**src/rtl/enc_cond_pkg.sv**
```systemverilog
// Package for the encoder signal conditioning block: register map, fields and timing.
// Assumes a single 100 MHz system clock and an AHB-Lite register bus of 32-bit words.
package enc_cond_pkg;

  // ==========================================================================
  // Register map.
  localparam logic [7:0] OFF_CONFIG  = 8'h00;
  localparam logic [7:0] OFF_ANGLE   = 8'h04;
  localparam logic [7:0] OFF_WAIT    = 8'h08;
  localparam logic [7:0] OFF_WINDOW  = 8'h0C;
  localparam logic [7:0] OFF_ABZWAIT = 8'h10;
  localparam logic [7:0] OFF_STATUS  = 8'h14;
  localparam logic [7:0] OFF_IRQ     = 8'h18;
  localparam logic [7:0] OFF_MASK    = 8'h1C;

  // ==========================================================================
  // Configuration fields.
  localparam int CFG_ABZ_LSB   = 0;
  localparam int CFG_UVW_LSB   = 4;
  localparam int CFG_ZINV_BIT  = 7;
  localparam int CFG_RW_BIT    = 8;
  localparam int CFG_START_BIT = 9;

  // ==========================================================================
  // Interrupt sources.
  localparam int IRQ_CAPTURE = 0;
  localparam int IRQ_TIMEOUT = 1;
  localparam int IRQ_READY   = 2;
  localparam int IRQ_W       = 3;

  // ==========================================================================
  // Reset values.
  localparam logic [31:0] RST_ZERO = 32'h0000_0000;

  // ==========================================================================
  // Sequence tick timing.
  localparam int CLK_HZ      = 100_000_000;
  localparam int TICK_MS     = 2;
  localparam int TICK_CYCLES = CLK_HZ / 1000 * TICK_MS;
  localparam int TICK_W      = 18;
  localparam int DLY_W       = 16;

  typedef enum logic [2:0] {
    ST_IDLE, ST_WAIT, ST_MEASURE, ST_ABZWAIT, ST_RUN, ST_FAULT
  } seq_t;

endpackage : enc_cond_pkg

```
**src/rtl/encoder_signal_conditioning.sv**
```systemverilog
// Encoder input conditioning: channel inversion, A/B swap, commutation inversion and the
// power-up timing sequence of the reduced-wiring encoder, with a register slave on AHB-Lite.
// Assumes encoder pins are asynchronous and the AHB-Lite master issues single word transfers.
`timescale 1ns/1ps
`default_nettype none

// Functional notes
// [RULE1] Conversion zero passes A, B, index unchanged.
// [RULE2] Bits 1,2,4 invert A, B, index.
// [RULE3] Settings 8-15 also swap A and B.
// [RULE4] Commutation setting bits invert U, V, W.
// [RULE5] Software keeps commutation inversion zero then.
// [RULE6] Software keeps conversion zero with index inversion.
// [RULE7] Reduced wiring: first A,B,index are U,V,W.
// [RULE8] Wait programmed start delay before sampling.
// [RULE9] Window end counted from measurement start.
// [RULE10] No capture in window raises timeout fault.
// [RULE11] Wait incremental delay before A/B/index control.
// [RULE12] Timer steps on 2 ms; delays even.
// [RULE13] Angle offsets rotor reference from index-to-U.
// [RULE14] Serial absolute: angle is index-to-zero difference.
// [RULE15] Sine encoder: angle is sine phase at index.
// [RULE16] Software picks direction from observed phase order.
// [RULE17] Index inversion applies before zero detection.
// [RULE18] Invert first, then swap, same sample.
module encoder_signal_conditioning (
  input  wire logic        CLK_SYS,
  input  wire logic        RSTN,
  input  wire logic        HSEL,
  input  wire logic [31:0] HADDR,
  input  wire logic [1:0]  HTRANS,
  input  wire logic        HWRITE,
  input  wire logic [2:0]  HSIZE,
  input  wire logic [31:0] HWDATA,
  input  wire logic        HREADY,
  output logic      [31:0] HRDATA,
  output logic             HREADYOUT,
  output logic             HRESP,
  input  wire logic        ENC_A,
  input  wire logic        ENC_B,
  input  wire logic        ENC_Z,
  input  wire logic        ENC_U,
  input  wire logic        ENC_V,
  input  wire logic        ENC_W,
  output logic             A_OUT,
  output logic             B_OUT,
  output logic             Z_OUT,
  output logic             U_OUT,
  output logic             V_OUT,
  output logic             W_OUT,
  output logic      [15:0] ROTOR_OFFSET,
  output logic             ABZ_CONTROL_ACTIVE,
  output logic             COMMUTATION_TIMEOUT_FAULT,
  output logic             IRQ
);

  // ==========================================================================
  // State.
  typedef struct packed {
    logic [1:0]                       sync_a;
    logic [1:0]                       sync_b;
    logic [1:0]                       sync_z;
    logic [1:0]                       sync_u;
    logic [1:0]                       sync_v;
    logic [1:0]                       sync_w;
    logic [5:0]                       chan;
    logic [3:0]                       abz_conversion_select;
    logic [2:0]                       uvw_inversion_select;
    logic                             index_invert_select;
    logic                             reduced_wiring;
    logic                             seq_start;
    logic [15:0]                      index_to_u_angle;
    logic [enc_cond_pkg::DLY_W-1:0]   uvw_measure_wait;
    logic [enc_cond_pkg::DLY_W-1:0]   uvw_measure_window;
    logic [enc_cond_pkg::DLY_W-1:0]   abz_control_wait;
    enc_cond_pkg::seq_t               seq;
    logic [enc_cond_pkg::TICK_W-1:0]  prescale;
    logic [enc_cond_pkg::DLY_W-1:0]   elapsed;
    logic [2:0]                       uvw_latched;
    logic                             fault;
    logic [enc_cond_pkg::IRQ_W-1:0]   irq_status;
    logic [enc_cond_pkg::IRQ_W-1:0]   irq_mask;
    logic                             irq;
    logic                             dphase;
    logic                             dwrite;
    logic [7:0]                       daddr;
    logic [31:0]                      rdata;
  } state_t;

  state_t q;
  state_t d;

  function automatic logic [31:0] read_mux(input state_t s, input logic [7:0] a);
    logic [31:0] r;
    r = enc_cond_pkg::RST_ZERO;
    unique case (a)
      enc_cond_pkg::OFF_CONFIG:  r = {22'h000000, s.seq_start, s.reduced_wiring,
                                      s.index_invert_select, s.uvw_inversion_select,
                                      s.abz_conversion_select};
      enc_cond_pkg::OFF_ANGLE:   r = {16'h0000, s.index_to_u_angle};
      enc_cond_pkg::OFF_WAIT:    r = {16'h0000, s.uvw_measure_wait};
      enc_cond_pkg::OFF_WINDOW:  r = {16'h0000, s.uvw_measure_window};
      enc_cond_pkg::OFF_ABZWAIT: r = {16'h0000, s.abz_control_wait};
      enc_cond_pkg::OFF_STATUS:  r = {24'h000000, s.uvw_latched, s.fault, 1'b0, s.seq};
      enc_cond_pkg::OFF_IRQ:     r = {29'h00000000, s.irq_status};
      enc_cond_pkg::OFF_MASK:    r = {29'h00000000, s.irq_mask};
      default:                   r = enc_cond_pkg::RST_ZERO;
    endcase
    return r;
  endfunction

  logic       a_inv;
  logic       b_inv;
  logic       z_inv;
  logic [2:0] uvw_raw;
  logic [enc_cond_pkg::IRQ_W-1:0] ev;
  logic       tick;
  logic       take;

  always_comb begin
    d = q;
    ev = '0;
    // Synchronisers: only the second stage is read below.
    d.sync_a = {q.sync_a[0], ENC_A};
    d.sync_b = {q.sync_b[0], ENC_B};
    d.sync_z = {q.sync_z[0], ENC_Z};
    d.sync_u = {q.sync_u[0], ENC_U};
    d.sync_v = {q.sync_v[0], ENC_V};
    d.sync_w = {q.sync_w[0], ENC_W};

    // Inversion on the raw sample first, then the swap.
    a_inv = q.sync_a[1] ^ q.abz_conversion_select[0];                            // [RULE1] [RULE2]
    b_inv = q.sync_b[1] ^ q.abz_conversion_select[1];                            // [RULE2]
    z_inv = q.sync_z[1] ^ q.abz_conversion_select[2] ^ q.index_invert_select;    // [RULE17]
    d.chan[0] = q.abz_conversion_select[3] ? b_inv : a_inv;                      // [RULE3] [RULE18]
    d.chan[1] = q.abz_conversion_select[3] ? a_inv : b_inv;                      // [RULE3] [RULE18]
    d.chan[2] = z_inv;

    // Reduced wiring: commutation levels come over the A, B and index wires.
    uvw_raw = q.reduced_wiring ? {q.sync_z[1], q.sync_b[1], q.sync_a[1]}          // [RULE7]
                               : {q.sync_w[1], q.sync_v[1], q.sync_u[1]};
    d.chan[5:3] = (q.reduced_wiring ? q.uvw_latched : uvw_raw)
                  ^ q.uvw_inversion_select;                                       // [RULE4]

    // Sequence timer.
    tick = (q.prescale == enc_cond_pkg::TICK_W'(enc_cond_pkg::TICK_CYCLES - 1));
    d.prescale = tick ? '0 : q.prescale + 1'b1;                                  // [RULE12]
    if (tick) begin
      d.elapsed = q.elapsed + enc_cond_pkg::DLY_W'(enc_cond_pkg::TICK_MS);       // [RULE12]
    end
    unique case (q.seq)
      enc_cond_pkg::ST_IDLE: begin
        d.elapsed = '0;
        if (q.seq_start) begin
          d.seq = q.reduced_wiring ? enc_cond_pkg::ST_WAIT : enc_cond_pkg::ST_RUN;
          d.prescale = '0;
          ev[enc_cond_pkg::IRQ_READY] = !q.reduced_wiring;
        end
      end
      enc_cond_pkg::ST_WAIT: begin
        if (q.elapsed >= q.uvw_measure_wait) begin                               // [RULE8]
          d.seq = enc_cond_pkg::ST_MEASURE;
          d.elapsed = '0;
        end
      end
      enc_cond_pkg::ST_MEASURE: begin
        if (q.elapsed >= q.uvw_measure_window) begin                             // [RULE9]
          d.seq = enc_cond_pkg::ST_FAULT;
          d.fault = 1'b1;                                                        // [RULE10]
          ev[enc_cond_pkg::IRQ_TIMEOUT] = 1'b1;
        end else if (uvw_raw != 3'h0 && uvw_raw != 3'h7) begin
          // All-equal levels are not a valid commutation code, so they keep waiting.
          d.uvw_latched = uvw_raw;                                               // [RULE7]
          d.seq = enc_cond_pkg::ST_ABZWAIT;
          d.elapsed = '0;
          ev[enc_cond_pkg::IRQ_CAPTURE] = 1'b1;
        end
      end
      enc_cond_pkg::ST_ABZWAIT: begin
        if (q.elapsed >= q.abz_control_wait) begin                               // [RULE11]
          d.seq = enc_cond_pkg::ST_RUN;
          ev[enc_cond_pkg::IRQ_READY] = 1'b1;
        end
      end
      enc_cond_pkg::ST_RUN: begin
        if (!q.seq_start) begin
          d.seq = enc_cond_pkg::ST_IDLE;
        end
      end
      enc_cond_pkg::ST_FAULT: begin
        if (!q.seq_start) begin
          d.seq = enc_cond_pkg::ST_IDLE;
          d.fault = 1'b0;
        end
      end
      default: d.seq = enc_cond_pkg::ST_IDLE;
    endcase

    // AHB-Lite slave, zero wait states.
    take = HSEL && HREADY && HTRANS[1];
    if (q.dphase && q.dwrite) begin
      unique case (q.daddr)
        enc_cond_pkg::OFF_CONFIG: begin
          d.abz_conversion_select = HWDATA[enc_cond_pkg::CFG_ABZ_LSB +: 4];
          d.uvw_inversion_select  = HWDATA[enc_cond_pkg::CFG_UVW_LSB +: 3];
          d.index_invert_select   = HWDATA[enc_cond_pkg::CFG_ZINV_BIT];
          d.reduced_wiring        = HWDATA[enc_cond_pkg::CFG_RW_BIT];
          d.seq_start             = HWDATA[enc_cond_pkg::CFG_START_BIT];
        end
        enc_cond_pkg::OFF_ANGLE:   d.index_to_u_angle   = HWDATA[15:0];
        enc_cond_pkg::OFF_WAIT:    d.uvw_measure_wait   = HWDATA[15:0];
        enc_cond_pkg::OFF_WINDOW:  d.uvw_measure_window = HWDATA[15:0];
        enc_cond_pkg::OFF_ABZWAIT: d.abz_control_wait   = HWDATA[15:0];
        enc_cond_pkg::OFF_IRQ:     d.irq_status = q.irq_status & ~HWDATA[enc_cond_pkg::IRQ_W-1:0];
        enc_cond_pkg::OFF_MASK:    d.irq_mask   = HWDATA[enc_cond_pkg::IRQ_W-1:0];
        default: ;
      endcase
    end
    // New events win over a clear in the same cycle.
    d.irq_status = d.irq_status | ev;
    d.irq = |(q.irq_status & q.irq_mask);
    d.dphase = take;
    d.dwrite = HWRITE;
    d.daddr = HADDR[7:0];
    d.rdata = (take && !HWRITE) ? read_mux(q, HADDR[7:0]) : enc_cond_pkg::RST_ZERO;
  end

  always_ff @(posedge CLK_SYS) begin
    if (!RSTN) begin
      q <= '0;
    end else begin
      q <= d;
    end
  end

  // ==========================================================================
  // Outputs.
  assign A_OUT = q.chan[0];
  assign B_OUT = q.chan[1];
  assign Z_OUT = q.chan[2];
  assign U_OUT = q.chan[3];
  assign V_OUT = q.chan[4];
  assign W_OUT = q.chan[5];
  // The same angle serves commutation, serial absolute and sine encoders.
  assign ROTOR_OFFSET = q.index_to_u_angle;                                      // [RULE13] [RULE14] [RULE15]
  assign ABZ_CONTROL_ACTIVE = (q.seq == enc_cond_pkg::ST_RUN);
  assign COMMUTATION_TIMEOUT_FAULT = q.fault;                                    // [RULE10]
  assign IRQ = q.irq;
  assign HRDATA = q.rdata;
  assign HREADYOUT = 1'b1;
  assign HRESP = 1'b0;

endmodule // encoder_signal_conditioning

`default_nettype wire

```
**config.mk**
```make
export PLATFORM = sky130hd
export DESIGN_NAME = encoder_signal_conditioning
export DESIGN_NICKNAME = d
export VERILOG_FILES = /design/src/rtl/enc_cond_pkg.sv /design/src/rtl/encoder_signal_conditioning.sv
export SDC_FILE = /design/constraint.sdc
export NUM_CORES = 1
export LEC_CHECK = 0
export BUFFER_PORTS_ARGS = -buffer_cell sky130_fd_sc_hd__buf_2
export CORE_MARGIN = 5
export CORE_UTILIZATION = 43
export DETAILED_ROUTE_END_ITERATION = 8
export HOLD_SLACK_MARGIN = 0.12
export RECOVER_POWER = 100
export SLEW_MARGIN = 20
export SYNTH_ARGS = -nofsm -noshare
export SYNTH_HDL_FRONTEND = slang
export SYNTH_SLANG_ARGS = --single-unit
```
**constraint.sdc**
```tcl
create_clock -name CLK_SYS -period 4.75 [get_ports CLK_SYS]
set_input_delay 0.95 -clock CLK_SYS [delete_from_list [all_inputs] [get_ports CLK_SYS]]
set_output_delay 0.95 -clock CLK_SYS [all_outputs]
set_load 0.005 [all_outputs]
```
== Yosys cells after proc, flatten, opt, wreduce, memory -nomap -nowiden ==
Index checks and enable logic that the tools add are counted.
Cells by class
  add/subtract/negate cells: 2
  $lt $le $gt $ge: 3
  eq/ne operators: 27
  mux-type cells: 33
  bitwise gates (word level): 10
  reduce and logical (&&, ||, !) cells: 24
Operators by type and width (count)
  $pmux W16 S8: 1
  $eq A8 B5 Y1 const B: 7
  $ge A16 B16 Y1: 3
  $pmux W16 S3: 1
  $mux W19: 2
  $mux W18: 2
  $eq A8 B4 Y1 const B: 4
  $mux W16: 2
  $mux W3: 10
  $mux W21: 1
  $add A18 B1 Y18 const B: 1
  $eq A18 B18 Y1 const B: 1
  $add A16 B2 Y16 const B: 1
  $eq A8 B3 Y1 const B: 2
  $logic_not A8 Y1: 2
  $pmux W3 S5: 1
  $reduce_and A2 Y1: 7
  $ne A2 B2 Y1 const B: 6
  $mux W1: 9
  $and A3 B3 Y3: 2
  $eq A3 B2 Y1 const B: 2
  $eq A3 B3 Y1 const B: 2
  $mux W6: 1
  $ne A3 B3 Y1 const B: 2
  other kinds (17): 27
Word-level totals
  register bits: 182
  output and inout port bits: 59
  word-level logic and storage cells: 127

== Logic depth before layout (Yosys ltp) ==
Gate-level depths: netlist of run 1.
  word-level depth: 7
  gate-level depth with buffers: 10

== Least setup slack after synthesis of run 1 ==
Ideal clock, no wire load.
  kind: input -> register
  from: input HADDR[5]
  to: register q (netlist bit HRDATA[4])
  arrival: 2140 ps
  setup slack: 2536 ps
  stages: 7
  buffers on the path: 1
  cell sequence: nor3_1 nand2_1 nor2_1 and2_1 clkbuf_1 a22oi_1 a21oi_1
Between the ends
  cells in the longest elaborated chain, start to end: 2
RTL lines
  start: declaration: line encoder_signal_conditioning.sv:30  | input wire logic [31:0] HADDR,
  $eq A8 B5 Y1, or another cell as far along: line encoder_signal_conditioning.sv:96  | unique case (a)
  $pmux W16 S8 (*): line encoder_signal_conditioning.sv:96
  end signal: assignment: line encoder_signal_conditioning.sv:230  | q <= '0;
  end signal: assignment: line encoder_signal_conditioning.sv:232  | q <= d;
  end: declaration: line encoder_signal_conditioning.sv:90  | state_t q;
Every way passes the cells marked *; elsewhere a longest branch is shown, timed or not.
A chain may end at the register's enable or synchronous reset.

==> metrics.md, run 1 <==
| Metric | Value |
|---|---|
| Outcome | `complete, but fails checks` |
| Failing checks | `capacitance limit, slew limit` |
| Congestion Overflow GR | `0` |
| Share of layout cells above drive strength 1 | `10.9%` |
| Critical Path AT | `3.93 ns` |
| CTS tree | `done` |
| Std cell rows | `51` |
| Drt first-iter violations | `430` |
| Synth-to-layout area growth | `10.2%` |
| Antenna cells | `0` |
| Yosys warnings | `0` |
| Synth top area share | `39.3%` |
| Post-synth top area cell | `dfxtp_1` |
| Post-CTS setup buffer count | `0` |
| Setup CP Type | `in2reg` |
| Unrepaired setup endpoints after global routing | `false` |
| Fmax | `0.280 GHz` |
| First-pass GRT wire length | `32800 µm` |
| I/O pins | `139` |
| Die area | `22500 µm²` |
| Netlist cell types | `67` |
| Port buffer count | `76` |
| Yosys reg bits | `165` |
| Slew margin rel. | `-36.5%` |
| Clk_skew | `0.0100 ns` |
| Vias per cell | `5.17` |
| Synth Cell Area | `8410 µm²` |
| Largest fanout on the critical path | `69` |
| M1 WL | `10100 µm` |
| Vias in the first global route | `5966` |
| Post-DP HPWL | `15200 µm` |
| Starting density of the core | `43.5%` |
| Post-Route WL | `21200 µm` |
| Post-route ant nets | `0` |
| CTS Hold Bufs | `0` |
| CP Launch Type | `input pin` |
| Sequential-to-total area share from yosys stat | `39.3%` |
| Critical Path RT | `5.12 ns` |
| DRT Pass-1 Iters | `6` |
| WL per Instance | `16.9 µm` |
| Synth async-reset ratio | `0%` |
| Tmin final | `3.57 ns` |
| Top sig layer | `met4` |
| Endpoints failing hold | `0` |
| Hold_sp | `d[173]` |
| # setup viols final | `0` |
| Max-Cap Viols | `1` |
| Clock sink total | `165` |
| Hold crit path type | `reg2reg` |
| Via count | `6468` |
| H-tree depth | `4` |
| Pin slew with the least headroom to its limit | `2.05 ns` |
| Core Box Area | `19300 µm²` |
| Post-synthesis cell count | `947` |
| Clock Tree Root | `clkbuf_16` |
| Crit share post-route | `75.1%` |
| Clock Latency Late Sink | `0.43 ns` |
| Post-synth EDFFs | `0` |
| R2r startpoint | `q[37]` |
| Crit. End Element | `flip-flop` |
| Top post-synthesis cells by area | `dfxtp_1, ha_1, mux2i_1, nand2_1, buf_4` |
| Final GP Congestion | `0.850` |
| Synth Flop Type | `dfxtp_1` |
| Syn Area/Cell | `8.88 µm²` |
| Final layout net count | `1101` |
| CP startpoint | `RSTN` |
| Pin count of the biggest net entering global routing | `70` |
| CTS max path bufs | `2` |
| DRC Markers | `0` |
| Max-slew violations | `52` |
| Total track usage | `18.8%` |
| P per Cell Area | `322 nW/µm²` |
| PostCTS Resize Cnt | `0` |
| Initial antenna violation count | `0` |
| Peak supply drop | `0.233 mV` |
| Routed wl met3 | `1030 µm` |
| Setup TNS | `0 ns` |
| Die Y | `150 µm` |
| WL met2 | `9710 µm` |
| Leak | `3.57 nW` |
| Hold_ws | `0.437 ns` |
| Die W | `150 µm` |
| Clock transition at path regs | `0.07 ns` |
| TritonCTS buffer count | `17` |
## state kept, by name, indices dropped and copies added, names as in the netlist
name,flops
d,6
Z_OUT,1
q,119
B_OUT,1
U_OUT,1
COMMUTATION_TIMEOUT_FAULT,1
HRDATA,16
A_OUT,1
V_OUT,1
ROTOR_OFFSET,16
W_OUT,1
IRQ,1
## synth_stat cells, types with 4 or more instances
cell,count
and2_1,29
inv_1,51
nor2_1,67
a22oi_1,10
nand4_1,8
buf_4,52
xor2_1,13
clkbuf_1,26
ha_1,47
o21ai_0,21
nand3_1,29
mux4_2,7
and4_1,8
xnor2_1,20
nor2b_1,45
and3_1,7
dfxtp_1,165
nand2_1,117
nor3_1,17
or3_1,6
buf_2,10
mux2i_1,49
nand2b_1,4
a221oi_1,7
a21oi_1,27
a21boi_0,41
## power breakdown
part | switching (mW) | internal [mW]
clock | 0.614 | 0.857
combinational | 0.0668 | 0.0423
sequential | 0.00894 | 1.40
## cell families (layout without fill, tap and decap cells)
kind of cell    count (synthesis)  in the layout  share of synthesized area (%)
flops                         165            165                           39.3
compound gates                142            142                           11.7
xor+xnor                       33             33                           3.44
other cells                     2             18                         0.0893
mux                            58             58                           7.97
simple gates                  357            357                           21.5
fa+ha+maj                      47             47                           6.99
buf+inv                       143            167                           9.03
## final timing paths
path / cells past startpoint / slack [ns] / endpoint
setup / recovery: 5 / 1.18 / q[50]
hold / removal: 1 / 0.44 / q[173]
setup reg to reg: 5 / 1.21 / q[110]
hold reg to reg: 1 / 0.44 / q[173]
## metal layers
layer  global-route usage, %  up-vias
li1                        -     3211
met1                    26.3     3058
met4                    4.39        0
met3                    3.73       25
met2                    29.9      174
met5                       0        -
## critical path, cell delays in order
cell and delay (ns):
buf_2 0.07, clkbuf_1 1.45, clkbuf_2 1.00, o21ai_0 0.22, a21oi_1 0.16
## cell usage in the layout (no fill, tap or decap), types with 18 or more instances in the layout
master    Yosys  layout
inv_1        51      51
clkbuf_1     26      29
ha_1         47      47
nor2_1       67      68
and2_1       29      23
dfxtp_1     165     165
a21boi_0     41      43
nor2b_1      45      45
a21oi_1      27      27
buf_2        10      49
nand2_1     117     117
conb_1        2      18
mux2i_1      49      49
xnor2_1      20      20
o21ai_0      21      21
nand3_1      29      29
## final cells by class
| class | count | area (µm²) |
|---|---|---|
| fillers | 1868 | 10100 |
| multi-input cells | 655 | 4410 |
| flip-flops and latches | 165 | 3300 |
| clock buffers | 18 | 439 |
| repair buffers | 84 | 403 |
| well taps | 265 | 332 |
| clock inverters | 14 | 191 |
| inverters | 51 | 191 |
## stage by stage
stage / utilization, % / setup WS, ns / std cells / instance area [µm²] / power [mW]
global placement: 44.9 / 1.71 / 1219 / 8670 / 1.54
floorplan: - / 2.54 / 963 / 8470 / 1.51
CTS: 48.1 / 1.75 / 1251 / 9300 / 3.01
finish: 47.9 / 1.18 / 1252 / 9270 / 2.99
global route: 47.9 / 0.928 / 1252 / 9270 / 3.08
detailed placement: 44.9 / 1.68 / 1219 / 8670 / 1.54
Note: power is estimated with default switching activity, not from simulation.
==> inputs of run 2 (changes only) <==
Clock period 4.75 ns to 3.66 ns, I/O delays scaled along.
==> metrics.md, run 2 (same netlist as run 1, synthesis figures left out) <==
| Metric | Value |
|---|---|
| Setup ws final | `0.853 ns (was 1.18 ns)` |
| DP Area | `8700 µm² (was 8670 µm²)` |
| Clock Tree Root | `clkbuf_16 (unchanged)` |
| Crit. End Element | `flip-flop (unchanged)` |
| Die area | `22500 µm² (unchanged)` |
| Final layout net count | `1104 (was 1101)` |
| First-pass GRT wire length | `33100 µm (was 32800 µm)` |
| Vias in the first global route | `6170 (was 5966)` |
| Max FFs per register | `119 (unchanged)` |
| Met1 global-route usage | `25.6% (was 26.3%)` |
| Die Y | `150 µm (unchanged)` |
| Post-DP HPWL | `15400 µm (was 15200 µm)` |
| Std cell rows | `51 (unchanged)` |
| Antenna cells | `0 (unchanged)` |
| Largest fanout on the critical path | `16 (was 69)` |
| Share of layout cells above drive strength 1 | `10.3% (was 10.9%)` |
| Leak | `3.53 nW (was 3.57 nW)` |
| Starting density of the core | `43.5% (unchanged)` |
| TritonCTS buffer count | `17 (unchanged)` |
| Pin slew with the least headroom to its limit | `1.38 ns (was 2.05 ns)` |
| Fmax | `0.356 GHz` |
| Reg with most FFs | `q (unchanged)` |
| Pin count of the biggest net entering global routing | `59 (was 70)` |
| Via count | `6429 (was 6468)` |
| Congestion Overflow GR | `0 (unchanged)` |
| CP peak stage delay | `0.67 ns (was 1.45 ns)` |
| H-tree depth | `4 (unchanged)` |
| Worst-path cell with the longest stage delay | `or4_1 (was clkbuf_1)` |
| Unrepaired setup endpoints after global routing | `false (unchanged)` |
| Max-slew violations | `0 (was 52)` |
| Hold crit path type | `reg2reg (unchanged)` |
| Global routing's busiest layer | `met2 (unchanged)` |
| Commonest non-fill, non-tap cells in the layout | `dfxtp_1, nand2_1, nor2_1, inv_1, mux2i_1 (was dfxtp_1, nand2_1, nor2_1, inv_1)` |
| Worst reg2reg endpoint | `ROTOR_OFFSET[9] (was q[110])` |
| Clock Latency Late Sink | `0.43 ns (about the same)` |
| DRT Pass-1 Iters | `5 (was 6)` |
| PostCTS Resize Cnt | `0 (unchanged)` |
| CP Launch Type | `flip-flop (was input pin)` |
| Crit share post-route | `76.7%` |
| Peak supply drop | `0.322 mV (was 0.233 mV)` |
| Clk_skew | `0.00875 ns (was 0.0100 ns)` |
| Design Area, Final | `9230 µm² (was 9270 µm²)` |
| Most common cell after layout, fill and taps aside | `dfxtp_1 (unchanged)` |
| Post-route ant nets | `0 (unchanged)` |
| Hold_ws | `0.433 ns (was 0.437 ns)` |
| Post-CTS setup buffer count | `0 (unchanged)` |
| CP startpoint | `q[37] (was RSTN)` |
| R2R cell count | `7 (was 5)` |
| Critical path endpoint | `ROTOR_OFFSET[9] (was q[50])` |
| I/O pins | `139 (unchanged)` |
| Critical Path RT | `3.98 ns (was 5.12 ns)` |
| Met2 Resource Use GR | `30.4% (was 29.9%)` |
| P per Cell Area | `409 nW/µm² (was 322 nW/µm²)` |
| Outcome | `complete, no violations (was complete, but fails checks)` |
| Endpoints failing hold | `0 (unchanged)` |
| Hold_sp | `d[173] (unchanged)` |
| Slew margin rel. | `7.74% (was -36.5%)` |
| CTS max path bufs | `2 (unchanged)` |
| WL per Instance | `16.8 µm (was 16.9 µm)` |
| Vias per cell | `5.12 (was 5.17)` |
| R2r startpoint | `q[37] (unchanged)` |
| Initial antenna violation count | `0 (unchanged)` |
| Final cell count without fillers | `1255 (was 1252)` |
| Setup CP Type | `reg2reg (was in2reg)` |
| # setup viols final | `0 (unchanged)` |
| Post-Route WL | `21100 µm (was 21200 µm)` |
| Max-Cap Viols | `0 (was 1)` |
| Total track usage | `19.0% (was 18.8%)` |
| Port buffer count | `76 (unchanged)` |
| Routing usage on met3 | `4.27% (was 3.73%)` |
| Final GP Congestion | `0.853 (was 0.850)` |
| Post-Place Setup Slack | `0.829 ns (was 1.68 ns)` |
| Drt first-iter violations | `377 (was 430)` |
| Die W | `150 µm (unchanged)` |
| Critical path, cell by cell | `or4_1 > nor2_2 > clkbuf_1 > nand4b_1 > clkbuf_2 > mux2i_1 > nor2b_1 (was buf_2 > clkbuf_1 > clkbuf_2 > o21ai_0 > a21oi_1)` |
| FF-to-FF setup slack | `0.85 ns (was 1.21 ns)` |
| Tmin final | `2.81 ns` |
| DRC Markers | `0 (unchanged)` |
| Clock sink total | `165 (unchanged)` |
| Synth-to-layout area growth | `9.76% (was 10.2%)` |
| CTS Hold Bufs | `0 (unchanged)` |
| Core Box Area | `19300 µm² (unchanged)` |
| Placed Cells | `1222 (was 1219)` |
| Setup TNS | `0 ns (unchanged)` |
| Critical Path AT | `3.13 ns (was 3.93 ns)` |
| Clock transition at path regs | `0.07 ns (about the same)` |
| CTS tree | `done (unchanged)` |
[run 2: critical path: cells and delay by family, from the launching register on]
kind	cells	cell delay, ns
buffers and inverters	2	1.05
muxes	1	0.28
and+or+nand+nor	4	1.04
DFF	1	0.30
[run 2: worst min path at each step]
stage,end,cells after the start
2_1_floorplan,q[171],1
5_1_grt,q[173],1
4_1_cts,q[173],1
3_3_place_gp,q[175],1
3_5_place_dp,q[173],1
6_report,q[173],1
[run 2: cell type report]
| class | instances | area (µm²) |
|---|---|---|
| clock buffer | 17 | 425 |
| clock inverter | 15 | 171 |
| fill | 1923 | 10100 |
| inverter | 51 | 191 |
| multi-input combinational | 655 | 4400 |
| sequential | 165 | 3300 |
| tap | 265 | 332 |
| timing repair buffer | 87 | 404 |
[run 2: metal layers]
layer | wire length, µm | up-vias
met4 | 345 | 0
met2 | 9740 | 156
met1 | 10000 | 3023
li1 | - | 3227
met5 | 0 | -
met3 | 943 | 23
[run 2: power by group]
part	switching [mW]	leakage, nW	internal [mW]	total [mW]
clock network	0.793	0.281	1.02	1.81
registers	0.0114	1.33	1.81	1.82
logic	0.0858	1.91	0.0540	0.140
total	0.890	3.53	2.89	3.78
[run 2: metrics by stage]
step	util, %	total power [mW]
2_1_floorplan	-	1.96
3_3_place_gp	45.0	2.00
5_1_grt	47.7	3.90
3_5_place_dp	45.0	2.00
6_report	47.7	3.78
4_1_cts	48.1	3.81
==> inputs of run 3 (changes only) <==
Clock period 3.66 ns to 2.77 ns, I/O delays scaled along.
==> metrics.md, run 3 (same netlist as run 1, synthesis figures left out) <==
| Metric | Value |
|---|---|
| Outcome | `complete, no violations (unchanged)` |
| Vias per cell | `5.13 (was 5.12)` |
| Fmax | `0.394 GHz (was 0.356 GHz)` |
| Peak supply drop | `0.395 mV (was 0.322 mV)` |
| Design Area, Final | `9350 µm² (was 9230 µm²)` |
| Clk_skew | `0.0124 ns (was 0.00875 ns)` |
| TritonCTS buffer count | `17 (unchanged)` |
| Final design utilization | `48.4% (was 47.7%)` |
| First-pass GRT wire length | `33200 µm (was 33100 µm)` |
| Std cell rows | `51 (unchanged)` |
| Endpoints failing hold | `0 (unchanged)` |
| DRT Pass-1 Iters | `6 (was 5)` |
| Antenna cells | `0 (unchanged)` |
| Max-Cap Viols | `0 (unchanged)` |
| Share of layout cells above drive strength 1 | `12.7% (was 10.3%)` |
| # setup viols final | `0 (unchanged)` |
| P per Cell Area | `536 nW/µm² (was 409 nW/µm²)` |
| Post-DP HPWL | `15500 µm (was 15400 µm)` |
| Commonest non-fill, non-tap cells in the layout | `dfxtp_1, nand2_1, nor2_1, buf_2, inv_1 (was dfxtp_1, nand2_1, nor2_1, inv_1, mux2i_1)` |
| Starting density of the core | `43.5% (unchanged)` |
| Setup CP Type | `reg2reg (unchanged)` |
| Critical Path AT | `2.86 ns (was 3.13 ns)` |
| Reg with most FFs | `q (unchanged)` |
| Setup TNS | `0 ns (unchanged)` |
| Post-Place Setup Slack | `0.371 ns (was 0.829 ns)` |
| Drt first-iter violations | `441 (was 377)` |
| Slew margin rel. | `26.3% (was 7.74%)` |
| Die Y | `150 µm (unchanged)` |
| PostCTS Resize Cnt | `0 (unchanged)` |
| Via count | `6496 (was 6429)` |
| I/O pins | `139 (unchanged)` |
| Hold crit path type | `in2reg (was reg2reg)` |
| FF+latch area | `3300 µm² (unchanged)` |
| Post-Route WL | `20900 µm (was 21100 µm)` |
| Crit. End Element | `flip-flop (unchanged)` |
| Setup ws final | `0.231 ns (was 0.853 ns)` |
| Largest fanout on the critical path | `13 (was 16)` |
| DP Area | `8810 µm² (was 8700 µm²)` |
| Tmin final | `2.54 ns (was 2.81 ns)` |
| Clock Tree Root | `clkbuf_16 (unchanged)` |
| Fill count | `1881 (was 1923)` |
| CTS Hold Bufs | `0 (unchanged)` |
| Unrepaired setup endpoints after global routing | `false (unchanged)` |
| Total track usage | `19.1% (was 19.0%)` |
| Crit share post-route | `91.7% (was 76.7%)` |
| Initial antenna violation count | `0 (unchanged)` |
| Post-CTS setup buffer count | `0 (unchanged)` |
| Core Box Area | `19300 µm² (unchanged)` |
| Final layout net count | `1116 (was 1104)` |
| Final GP Congestion | `0.838 (was 0.853)` |
| Pin count of the biggest net entering global routing | `55 (was 59)` |
| Critical Path RT | `3.09 ns (was 3.98 ns)` |
| Clock sink total | `165 (unchanged)` |
| Port buffer count | `76 (unchanged)` |
| Vias in the first global route | `6156 (was 6170)` |
| Max-slew violations | `0 (unchanged)` |
| CP Launch Type | `flip-flop (unchanged)` |
| Multi-input combinational cell area | `4410 µm² (was 4400 µm²)` |
| Leak | `3.65 nW (was 3.53 nW)` |
| Die area | `22500 µm² (unchanged)` |
| WL per Instance | `16.5 µm (was 16.8 µm)` |
| CTS max path bufs | `2 (unchanged)` |
| Clock transition at path regs | `0.08 ns (was 0.07 ns)` |
| DRC Markers | `0 (unchanged)` |
| H-tree depth | `4 (unchanged)` |
| Post-route ant nets | `0 (unchanged)` |
| Die W | `150 µm (unchanged)` |
| Max FFs per register | `119 (unchanged)` |
| Most common cell after layout, fill and taps aside | `dfxtp_1 (unchanged)` |
| Pin slew with the least headroom to its limit | `1.11 ns (was 1.38 ns)` |
| Congestion Overflow GR | `0 (unchanged)` |
| Synth-to-layout area growth | `11.2% (was 9.76%)` |
| Clock Latency Late Sink | `0.44 ns (was 0.43 ns)` |
| CTS tree | `done (unchanged)` |
## run 3: final timing paths
path | cells past startpoint | to | start | slack (ns)
setup / recovery | 6 | q[155] | q[37] | 0.23
hold / removal | 2 | d[175] | ENC_U | 0.31
setup reg to reg | 6 | q[155] | q[37] | 0.23
hold reg to reg | 1 | q[177] | d[177] | 0.44
## run 3: power by group
group          internal, mW  switching [mW]
logic                0.0727           0.112
clock network          1.29            1.12
registers              2.39          0.0147
total                  3.76            1.25
## run 3: metal layers
layer	vias up	track usage [%]	wire, µm
li1	3257	-	-
met1	3047	26.2	9780
met2	162	29.9	9590
met3	30	4.42	1130
met4	0	5.44	405
met5	-	0	0
## run 3: final cells by class
cell class | instances | share of cell area (%)
multi-input cells | 655 | 47.1
repair buffers | 99 | 5.43
flip-flops and latches | 165 | 35.3
clock inverters | 15 | 1.94
well taps | 265 | 3.55
clock buffers | 17 | 4.55
inverters | 51 | 2.05
## run 3: through the flow
stage | hold WS (ns) | power [mW] | instances
final | 0.312 | 5.01 | 1267
after floorplan | 0.412 | 2.59 | 963
after CTS | 0.291 | 5.07 | 1267
after global routing | 0.293 | 5.20 | 1267
after detailed placement | 0.423 | 2.65 | 1235
after global placement | 0.418 | 2.65 | 1235
## run 3: critical path, stage by stage (launching register included)
cell      delay [ns]
dfxtp_1         0.30
or4_1           0.66
nor2_1          0.19
clkbuf_1        0.55
nand2_1         0.46
nand2_1         0.16
a21boi_0        0.10
